**config.mk**
```make
export PLATFORM = sky130hd
export DESIGN_NAME = rcr_clock_request
export DESIGN_NICKNAME = d
export VERILOG_FILES = /design/src/verilog/rcr_clock_request.v /design/src/verilog/rcr_sync.v
export VERILOG_INCLUDE_DIRS = /design/src /design/src/verilog
export SDC_FILE = /design/constraint.sdc
export NUM_CORES = 1
export LEC_CHECK = 0
export ABC_AREA = 1
export CAP_MARGIN = 30
export CORE_MARGIN = 5
export CORE_UTILIZATION = 35
export DETAILED_ROUTE_END_ITERATION = 10
export DONT_BUFFER_PORTS = 1
export GPL_TIMING_DRIVEN = 0
export HOLD_SLACK_MARGIN = 0.15
export PLACE_DENSITY = 0.51
export SLEW_MARGIN = 25
export SYNTH_ARGS = -nofsm -noshare
export SYNTH_HDL_FRONTEND = slang
export SYNTH_HIERARCHICAL = 1
export SYNTH_SLANG_ARGS = --single-unit
```
**constraint.sdc**
```tcl
create_clock -name clk -period 4.9 [get_ports clk]
set_clock_uncertainty 0.15 [all_clocks]
set_input_delay 0 -clock clk [delete_from_list [all_inputs] [get_ports clk]]
set_output_delay 0 -clock clk [all_outputs]
set_load 0.02 [all_outputs]
```
**src/verilog/rcr_consts.vh**
```
`ifndef RCR_CONSTS_VH
`define RCR_CONSTS_VH

// Clock rate of the host logic in kHz
`define RCR_CLK_KHZ              10000
// Least crystal start-up time in microseconds
`define RCR_XTAL_STARTUP_US      750
// Default controller switch delay in microseconds
`define RCR_SWITCH_DELAY_US      1000
// Start-up wait in cycles, rounded up
`define RCR_XTAL_STARTUP_CYC     ((`RCR_XTAL_STARTUP_US * `RCR_CLK_KHZ + 999) / 1000)
// Switch delay in cycles, rounded down
`define RCR_SWITCH_DELAY_CYC     ((`RCR_SWITCH_DELAY_US * `RCR_CLK_KHZ) / 1000)
// Counter width for the start-up wait
`define RCR_CNT_W                16
// Crystal control states
`define RCR_ST_OFF               2'h0
`define RCR_ST_START             2'h1
`define RCR_ST_RUN               2'h2

`endif

```
**src/verilog/rcr_clock_request.v**
```verilog
`timescale 1ns/100ps
`include "rcr_consts.vh"
// Notes on behaviour
// - Host starts the fast crystal when it sees the request rise.
// - Crystal start-up must be strictly shorter than the switch delay.
// - Host waits at least 750 us before treating the crystal as stable.
// - Host drives fast and slow clocks single-ended onto controller pins.
// - Slow clock runs continuously once controller is on, ignoring request.
// - Host gates fast clock output when request drops; may power down crystal.
// - Crystal powers down by default unless other host users need it.
// - Host answers within switch delay minus start-up delay of the request.
// - Handler samples request, kicks or disables crystal, flips edge direction.
// - Longer switch delay tolerates slow handlers but costs wake power.
module rcr_clock_request #(
  parameter STARTUP_CYC = `RCR_XTAL_STARTUP_CYC,
  parameter SWITCH_CYC  = `RCR_SWITCH_DELAY_CYC
) (
  // Clock and reset
  input  wire clk,
  input  wire rst_n,
  // Controller handshake
  input  wire clock_request,
  input  wire controller_on,
  // Crystal sources
  input  wire fast_xtal_clk,
  input  wire slow_xtal_clk,
  input  wire other_fast_users,
  // Crystal control and pins
  output reg  crystal_kick_start,
  output reg  crystal_power,
  output reg  fast_xtal_stable,
  output reg  fast_clock_input_pin,
  output reg  slow_clock_input_pin,
  output reg  edge_dir_rise,
  output reg  timing_error
);
  // ==========================================
  // Request and controller-on synchronisers
  wire req_lvl;
  wire req_rise;
  wire req_fall;
  wire on_lvl;

  rcr_sync u_req (
    .clk   (clk),
    .rst_n (rst_n),
    .din   (clock_request),
    .dout  (req_lvl),
    .rise  (req_rise),
    .fall  (req_fall)
  );

  rcr_sync u_on (
    .clk   (clk),
    .rst_n (rst_n),
    .din   (controller_on),
    .dout  (on_lvl),
    .rise  (),
    .fall  ()
  );

  // ==========================================
  // Handler: edge matching current direction
  // The delayed level still shows the old value in the cycle an edge is
  // flagged, so the handler samples the level that goes with the edge
  wire req_now = req_rise | (req_lvl & ~req_fall);
  wire hit     = edge_dir_rise ? req_rise : req_fall;

  // ==========================================
  // Decoding helpers
  // Crystal held powered on behalf of the controller
  function xtal_in_use;
    input [1:0] st;
    begin
      xtal_in_use = (st == `RCR_ST_START) || (st == `RCR_ST_RUN);
    end
  endfunction

  // Start-up wait over, crystal usable by the controller
  function xtal_ready;
    input [1:0] st;
    begin
      xtal_ready = (st == `RCR_ST_RUN);
    end
  endfunction

  // Request edge that must power the crystal up
  function kick_due;
    input [1:0] st;
    input       edge_hit;
    input       level;
    begin
      kick_due = (st == `RCR_ST_OFF) && edge_hit && level;
    end
  endfunction

  // Request edge that must release the crystal
  function drop_due;
    input [1:0] st;
    input       edge_hit;
    input       level;
    begin
      drop_due = xtal_in_use(st) && edge_hit && !level;
    end
  endfunction

  // ==========================================
  // Crystal state machine
  // Off: crystal released; start: start-up wait running; run: crystal
  // usable and fed to the controller while its request stands
  reg [1:0]             state;
  reg [1:0]             next_state;
  reg [`RCR_CNT_W-1:0]  cnt;
  reg [`RCR_CNT_W-1:0]  next_cnt;
  reg [`RCR_CNT_W-1:0]  req_cnt;
  reg [`RCR_CNT_W-1:0]  next_req_cnt;
  reg                   next_kick;
  reg                   next_dir;
  reg                   next_stable;
  reg                   next_power;
  reg                   next_error;

  // Last count of the start-up wait and the switch delay in cycles
  wire [`RCR_CNT_W-1:0] startup_last = STARTUP_CYC[`RCR_CNT_W-1:0] - 16'h0001;
  wire [`RCR_CNT_W-1:0] switch_limit = SWITCH_CYC[`RCR_CNT_W-1:0];

  always @* begin
    next_state = state;
    case (state)
      `RCR_ST_OFF: begin
        if (kick_due(state, hit, req_now))
          next_state = `RCR_ST_START;
      end
      `RCR_ST_START: begin
        // A drop during start-up abandons the wait
        if (drop_due(state, hit, req_now))
          next_state = `RCR_ST_OFF;
        else if (cnt == startup_last)
          next_state = `RCR_ST_RUN;
      end
      `RCR_ST_RUN: begin
        if (drop_due(state, hit, req_now))
          next_state = `RCR_ST_OFF;
      end
      default: next_state = `RCR_ST_OFF;
    endcase
  end

  // ==========================================
  // Next value of the start-up wait counter
  // Runs only while the crystal is starting
  always @* begin
    if (state == `RCR_ST_START && next_state == `RCR_ST_START)
      next_cnt = cnt + 16'h0001;
    else
      next_cnt = 16'h0000;
  end

  // ==========================================
  // Next value of the request-high counter
  // Saturates instead of wrapping back to zero
  always @* begin
    if (!req_lvl)
      next_req_cnt = 16'h0000;
    else if (req_cnt != 16'hFFFF)
      next_req_cnt = req_cnt + 16'h0001;
    else
      next_req_cnt = req_cnt;
  end

  // ==========================================
  // Next values of the handler outputs
  // Each handler run flips the edge direction
  always @* begin
    next_dir  = hit ? ~edge_dir_rise : edge_dir_rise;
    next_kick = kick_due(state, hit, req_now);
  end

  // ==========================================
  // Next values of the crystal flags
  always @* begin
    next_stable = xtal_ready(next_state);
    // Crystal keeps running while other users need it
    next_power  = xtal_in_use(next_state) || other_fast_users;
    // Switch delay reached before the crystal was usable
    next_error  = timing_error ||
                  (req_lvl && req_cnt == switch_limit && !xtal_ready(state));
  end

  // ==========================================
  // State register
  always @(posedge clk) begin
    if (!rst_n)
      state <= `RCR_ST_OFF;
    else
      state <= next_state;
  end

  // ==========================================
  // Start-up wait counter
  always @(posedge clk) begin
    if (!rst_n)
      cnt <= 16'h0000;
    else
      cnt <= next_cnt;
  end

  // ==========================================
  // Request-high time counter
  // Measures how long the controller has held its request
  always @(posedge clk) begin
    if (!rst_n)
      req_cnt <= 16'h0000;
    else
      req_cnt <= next_req_cnt;
  end

  // ==========================================
  // Handler edge direction, rising edge first
  always @(posedge clk) begin
    if (!rst_n)
      edge_dir_rise <= 1'b1;
    else
      edge_dir_rise <= next_dir;
  end

  // ==========================================
  // Crystal power-up kick, one cycle wide
  always @(posedge clk) begin
    if (!rst_n)
      crystal_kick_start <= 1'b0;
    else
      crystal_kick_start <= next_kick;
  end

  // ==========================================
  // Crystal power
  // Powering down follows the drop unless another host user holds it on
  always @(posedge clk) begin
    if (!rst_n)
      crystal_power <= 1'b0;
    else
      crystal_power <= next_power;
  end

  // ==========================================
  // Crystal stable flag
  always @(posedge clk) begin
    if (!rst_n)
      fast_xtal_stable <= 1'b0;
    else
      fast_xtal_stable <= next_stable;
  end

  // ==========================================
  // Timing error, sticky until reset
  // Flags a controller that would switch onto a crystal still starting
  always @(posedge clk) begin
    if (!rst_n)
      timing_error <= 1'b0;
    else
      timing_error <= next_error;
  end

  // ==========================================
  // Crystal clock samplers
  // Index 0 carries the fast crystal, index 1 the slow one
  wire [1:0] xtal_raw = {slow_xtal_clk, fast_xtal_clk};
  wire [1:0] xtal_smp;
  genvar     gi;

  generate
    for (gi = 0; gi < 2; gi = gi + 1) begin : g_xtal
      reg [1:0] pipe;

      always @(posedge clk) begin
        if (!rst_n)
          pipe <= 2'h0;
        else
          pipe <= {pipe[0], xtal_raw[gi]};
      end

      assign xtal_smp[gi] = pipe[1];
    end
  endgenerate

  // ==========================================
  // Fast clock pin
  // Needs a stable crystal and a request that still stands
  always @(posedge clk) begin
    if (!rst_n)
      fast_clock_input_pin <= 1'b0;
    else
      fast_clock_input_pin <= xtal_smp[0] & fast_xtal_stable & req_lvl;
  end

  // ==========================================
  // Slow clock pin
  // Runs whenever the controller is on, whatever the request does
  always @(posedge clk) begin
    if (!rst_n)
      slow_clock_input_pin <= 1'b0;
    else
      slow_clock_input_pin <= xtal_smp[1] & on_lvl;
  end
endmodule // rcr_clock_request

```
**src/verilog/rcr_sync.v**
```verilog
`timescale 1ns/100ps
// ==========================================
// Two-stage synchroniser plus a delay register for the level and edge outputs
module rcr_sync (
  // Clock and reset
  input  wire clk,
  input  wire rst_n,
  // Asynchronous input
  input  wire din,
  // Synchronised level and edges
  output reg  dout,
  output wire rise,
  output wire fall
);
  reg meta;
  reg sync;

  always @(posedge clk) begin
    if (!rst_n) begin
      meta <= 1'b0;
      sync <= 1'b0;
      dout <= 1'b0;
    end else begin
      meta <= din;
      sync <= meta;
      dout <= sync;
    end
  end

  assign rise = sync & ~dout;
  assign fall = ~sync & dout;
endmodule // rcr_sync
```
==> metrics.txt, run 1 <==
status=finished, final reports clean; Switch Pwr=164 uW; Initial Util=36.0%; DP HPWL=3.74 mm; VDD IR-drop max=0.000141 V; chip width=93.6 um; vias in the first global route=1959; clk buf depth=2; Clk pwr share=36.8%; initial antenna violation count=0; Setup Viol. Count Final=0; I/O pins=14; RSZ-0062 raised after global routing=false; drt pass-1 iters=6; Global Route Usage Sum=12.7%; cts repair resizes=0; Post-CTS Setup Bufs=0; Antenna Cells=0; worst hold path class=input port to register; Worst Tran Pin Value=0.442 ns; die height=93.6 um; Logic pwr share=3.3%; # rows=30; P_leak=0.00111 uW; Remaining DRCs=0; first-pass GRT wire length=8.92 mm; Num Clock Sinks=51; CTS buffer count=5; share of post-route cells with drive strength above 1=6.11%; Avg Cell Area, Syn=7.08 um2; slew margin rel.=70.6%; internal cell power=546 uW; Final min period=2.55 ns; Syn. warnings=6; Root Driver=clkbuf_8; pwr/cell area=260 nW/um2; CP Launch Type=register; Max Slew Vio Count=0; critical path fanouts, max=9; syn_nets=362; Syn Inst Count=346; port buffer count=0; total die area=8770 um2; routed vias/inst=4.64; area grow syn2layout=11.3%; TritonCTS clock tree=yes; core box area=6790 um2; largest net degree at the start of global routing=17; DR iter-0 viols=105; Syn Std Cell Area=2450 um2; Routed Antenna Nets=0; Fmax=392 MHz; GP Congestion=0.829; Seq pwr share=59.8%; drt total wl=5.04 mm; Crit. End Element=register; Hold Vio Cnt, Final=0; DR vias=2118; worst path arrival time=2.65 ns; fin nets=375; hold slack=0.180 ns; worst setup path class=register to register; Max-Cap Viols=0; H-tree depth=2; # hold bufs at CTS=6; wire per inst=11.1 um; grt ovf=0; TNS Setup=0 ns; Crit path required time=5.00 ns; switching share of power=23.1%; Clk Latency, worst-skew pair=0.31 ns; Final Cycle Share=52.0%; CTS clk-pin slew, worst paths=0.10 ns
## power by group through the flow
stage | Sequential [uW] | Clock, uW | Combinational, uW
floorplan | 433 | 0 | 15.9
global placement | 434 | 0 | 19.5
detailed placement | 434 | 0 | 19.9
CTS | 425 | 274 | 24.3
global route | 426 | 292 | 28.3
finish | 425 | 261 | 23.7
## final timing paths
path                                        endpoint          start  slack, ns  depth (start not counted)
worst max-delay path                          cnt[3]       state[0]       2.35                         14
worst min-delay path               g_xtal[0].pipe[0]  fast_xtal_clk       0.18                          3
worst max register to register                cnt[3]       state[0]       2.35                         14
worst min register to register  slow_clock_input_pin      u_on/dout       0.27                          2
## cells in the final DEF (no fill, tap or decap), types with 2 or more instances in the layout
cell type,count
nor4_1,2
nor3_1,12
nand3_1,27
dfxtp_1,51
nor3_4,2
nor2_1,38
a31oi_1,8
nand2_1,73
inv_1,64
a21oi_1,14
o21ai_0,11
o211ai_1,2
nand4_1,12
or2_2,2
nand3b_1,2
ha_1,9
dlygate4sd3_1,6
buf_2,2
nand2_2,3
clkbuf_8,6
## critical path, cell delays in order (launching register included)
cell,delay (ns)
dfxtp_1,0.40
inv_1,0.10
ha_1,0.30
nand3_1,0.12
nor2_1,0.05
nor2_1,0.08
nand3_1,0.08
nand2_1,0.06
nand2_1,0.08
inv_1,0.07
ha_1,0.13
nand3_1,0.29
inv_1,0.33
o21ai_0,0.13
a21oi_1,0.12
## routing by layer
metal	vias up	GRT usage (%)	share of wire (%)
met5	-	0	0
met4	0	3.97	1.2
met3	5	4.10	5.8
met2	39	19.5	41
met1	946	17.0	52
li1	1128	-	-
## area by class of cell
class / count / area [um2]
Buffer: 4 / 25.0
Timing Repair Buffer: 6 / 60.1
Inverter: 65 / 244
Tap cell: 96 / 120
Fill cell: 738 / 4070
Clock inverter: 2 / 13.8
Clock buffer: 6 / 82.6
Multi-Input combinational cell: 226 / 1160
Sequential cell: 51 / 1020
## per-stage QoR
| step | cell area (um2) | utilization [%] | total power, uW | cells | worst slack [ns] |
|---|---|---|---|---|---|
| 2_1_floorplan | 2450 | - | 449 | 346 | 2.82 |
| 3_3_place_gp | 2570 | 37.8 | 454 | 442 | 2.34 |
| 3_5_place_dp | 2570 | 37.8 | 454 | 442 | 2.33 |
| 4_1_cts | 2730 | 40.1 | 724 | 456 | 2.30 |
| 5_1_grt | 2730 | 40.1 | 746 | 456 | 2.04 |
| 6_report | 2730 | 40.1 | 710 | 456 | 2.35 |
## flip-flops by register name, indices dropped and copies added, names as in the netlist
name	cells
cnt	16
crystal_kick_start	1
crystal_power	1
edge_dir_rise	1
fast_clock_input_pin	1
fast_xtal_stable	1
g_xtal.pipe	4
req_cnt	16
slow_clock_input_pin	1
state	2
timing_error	1
u_on/dout	1
u_on/meta	1
u_on/sync	1
u_req/dout	1
u_req/meta	1
u_req/sync	1
No activity file was read; power rests on OpenSTA's default activity.
==> run 2, diff against run 1 <==
Settings changed: PLACE_DENSITY 0.51 to 0.53.
Clock period 4.9 ns to 2.2 ns, I/O delays scaled along.
==> run 2 against run 1 <==
Net effect:
- wire length is 1.3% lower
- cell count is 0.88% higher
- count of clock-buffer cells in the layout is 1 lower
- critical endpoint is now cnt[6]
- first-iteration DRC count is 8.6% lower
- power is 120% higher
- hold slack worse by 0.0031 ns
==> metrics.txt, run 2 (synthesis gave the netlist of run 1 again) <==
clk buf depth=2 (unchanged); Final Power=1570 uW (+120%); dpl cells=442 (unchanged); Antenna Cells=0 (unchanged); Post-DP Area=2570 um2 (unchanged); DP HPWL=3.56 mm (-4.8%); Setup Viol. Count Final=0 (unchanged); Num Clock Sinks=51 (unchanged); drt total wl=4.98 mm (-1.3%); Remaining DRCs=0 (unchanged); area grow syn2layout=14.4%; routed vias/inst=4.60 (-1.0%); Worst Tran Pin Value=0.459 ns (+0.0175 ns); first-pass GRT wire length=8.67 mm (-2.8%); Placement Setup Slack=-0.304 ns (-2.64 ns); Global Route Usage Sum=12.3% (-0.48 points); CP Launch Type=register; chip width=93.6 um (unchanged); Final min period=2.05 ns (-0.500 ns); grt ovf=0 (unchanged); DR vias=2115 (-0.14%); vias in the first global route=1956 (-0.15%); Largest regs=cnt (16), req_cnt (16), g_xtal.pipe (4); Logic pwr share=4.2% (+0.9 points); Max Slew Vio Count=0 (unchanged); VDD IR-drop max=0.000341 V (+140%); Final WS setup=0.150 ns (-2.20 ns); worst hold path class=input port to register; Post-Layout Inst Area=2800 um2 (+2.8%); Util after Layout=41.2% (+1.1 points); wire per inst=10.8 um (-2.2%); P_leak=0.00112 uW (+1.3%); pwr/cell area=560 nW/um2 (+120%); Final Non-Filler Cells=460 (+0.88%); status=finished, final reports clean; Clk pwr share=35.6% (-1.2 points); I/O pins=14 (unchanged); Switch Pwr=376 uW (+130%); switching share of power=23.9% (+0.88 points); Crit path required time=2.29 ns (-2.71 ns); worst path arrival time=2.14 ns (-0.51 ns); CTS buffer count=5 (unchanged); CTS clk-pin slew, worst paths=0.10 ns (about the same); Final Cycle Share=93.2% (+41 points); core box area=6790 um2 (unchanged); Hold Path Depth=3 (unchanged); FF-to-FF path depth=12 (-2); H-tree depth=2 (unchanged); fin nets=379 (+1.1%); worst setup path class=register to register; Initial Util=36.0% (unchanged); total die area=8770 um2 (unchanged); Routed Antenna Nets=0 (unchanged); Max-Cap Viols=0 (unchanged); Clk Latency, worst-skew pair=0.31 ns (about the same); TritonCTS clock tree=yes; most common cell after layout, fill and taps aside=nand2_1; Crit. End Element=register; GP Congestion=0.815 (-1.6%); Root Driver=clkbuf_8; largest net degree at the start of global routing=18 (+1); initial antenna violation count=0 (unchanged); drt pass-1 iters=4 (-2); die height=93.6 um (unchanged); share of post-route cells with drive strength above 1=11.0% (+4.9 points); Fmax=488 MHz (+24%); internal cell power=1190 uW (+120%); Seq pwr share=60.3% (+0.5 points); port buffer count=0 (unchanged); critical path fanouts, max=6 (-3); most frequent cells in the layout=73 x nand2_1, 62 x inv_1, 45 x dfxtp_1; slew margin rel.=69.4% (-1.2 points); # rows=30 (unchanged); DR iter-0 viols=96 (-8.6%); Hold Vio Cnt, Final=0 (unchanged)
## run 2: final timing paths
path                       from                end  slack (ns)
setup / recovery       state[1]             cnt[6]        0.15
hold / removal    slow_xtal_clk  g_xtal[1].pipe[0]        0.18
setup reg to reg       state[1]             cnt[6]        0.15
hold reg to reg      u_req/meta         u_req/sync        0.27
## run 2: routing by layer
metal	wire (um)	share of wire [%]	track usage (%)	vias up
met5	0	0	0	-
met4	55	1.1	4.21	0
met3	190	3.8	3.38	4
met2	2180	44	19.6	28
met1	2550	51	15.9	938
li1	-	-	-	1145
## run 2: power by group through the flow
stage / combinational (uW) / clock, uW / sequential [uW]
6_report: 65.8 / 558 / 945
3_5_place_dp: 43.9 / 0 / 967
2_1_floorplan: 35.5 / 0 / 966
5_1_grt: 75.4 / 618 / 947
4_1_cts: 57.7 / 580 / 946
3_3_place_gp: 43.5 / 0 / 967
## run 2: worst max-delay path, stage by stage (launching register included)
cell and delay [ns]:
dfxtp_2 0.34, inv_1 0.12, ha_1 0.28, nor2_1 0.06, nor2_1 0.10, nand3_1 0.08, nand2_1 0.06, nand2_1 0.08
inv_1 0.07, ha_2 0.18, nand3_4 0.11, buf_4 0.16, nor3b_1 0.17
## run 2: per-stage QoR
| step | hold slack [ns] | setup TNS [ns] |
|---|---|---|
| floorplan | -0.0565 | 0 |
| global placement | -0.0540 | -2.46 |
| detailed placement | -0.0505 | -2.26 |
| CTS | 0.165 | 0 |
| global route | 0.193 | -0.0213 |
| finish | 0.177 | 0 |
## run 2: cell type report
class | count | area, um2
buffer | 4 | 25.0
inverter | 65 | 246
tap | 96 | 120
clock buffer | 5 | 68.8
fill | 719 | 3990
multi-input combinational | 226 | 1200
timing repair buffer | 10 | 90.1
clock inverter | 3 | 22.5
sequential | 51 | 1030
## run 2: repair_timing
action | 4_1_cts | 5_1_grt
gates resized for setup | 5 | 13
endpoints found under the hold margin | 41 | 0
endpoints found under the setup margin | 12 | 11
buffers inserted | 0 | 4
hold buffers | 6 | 0
gates cloned | 0 | 0
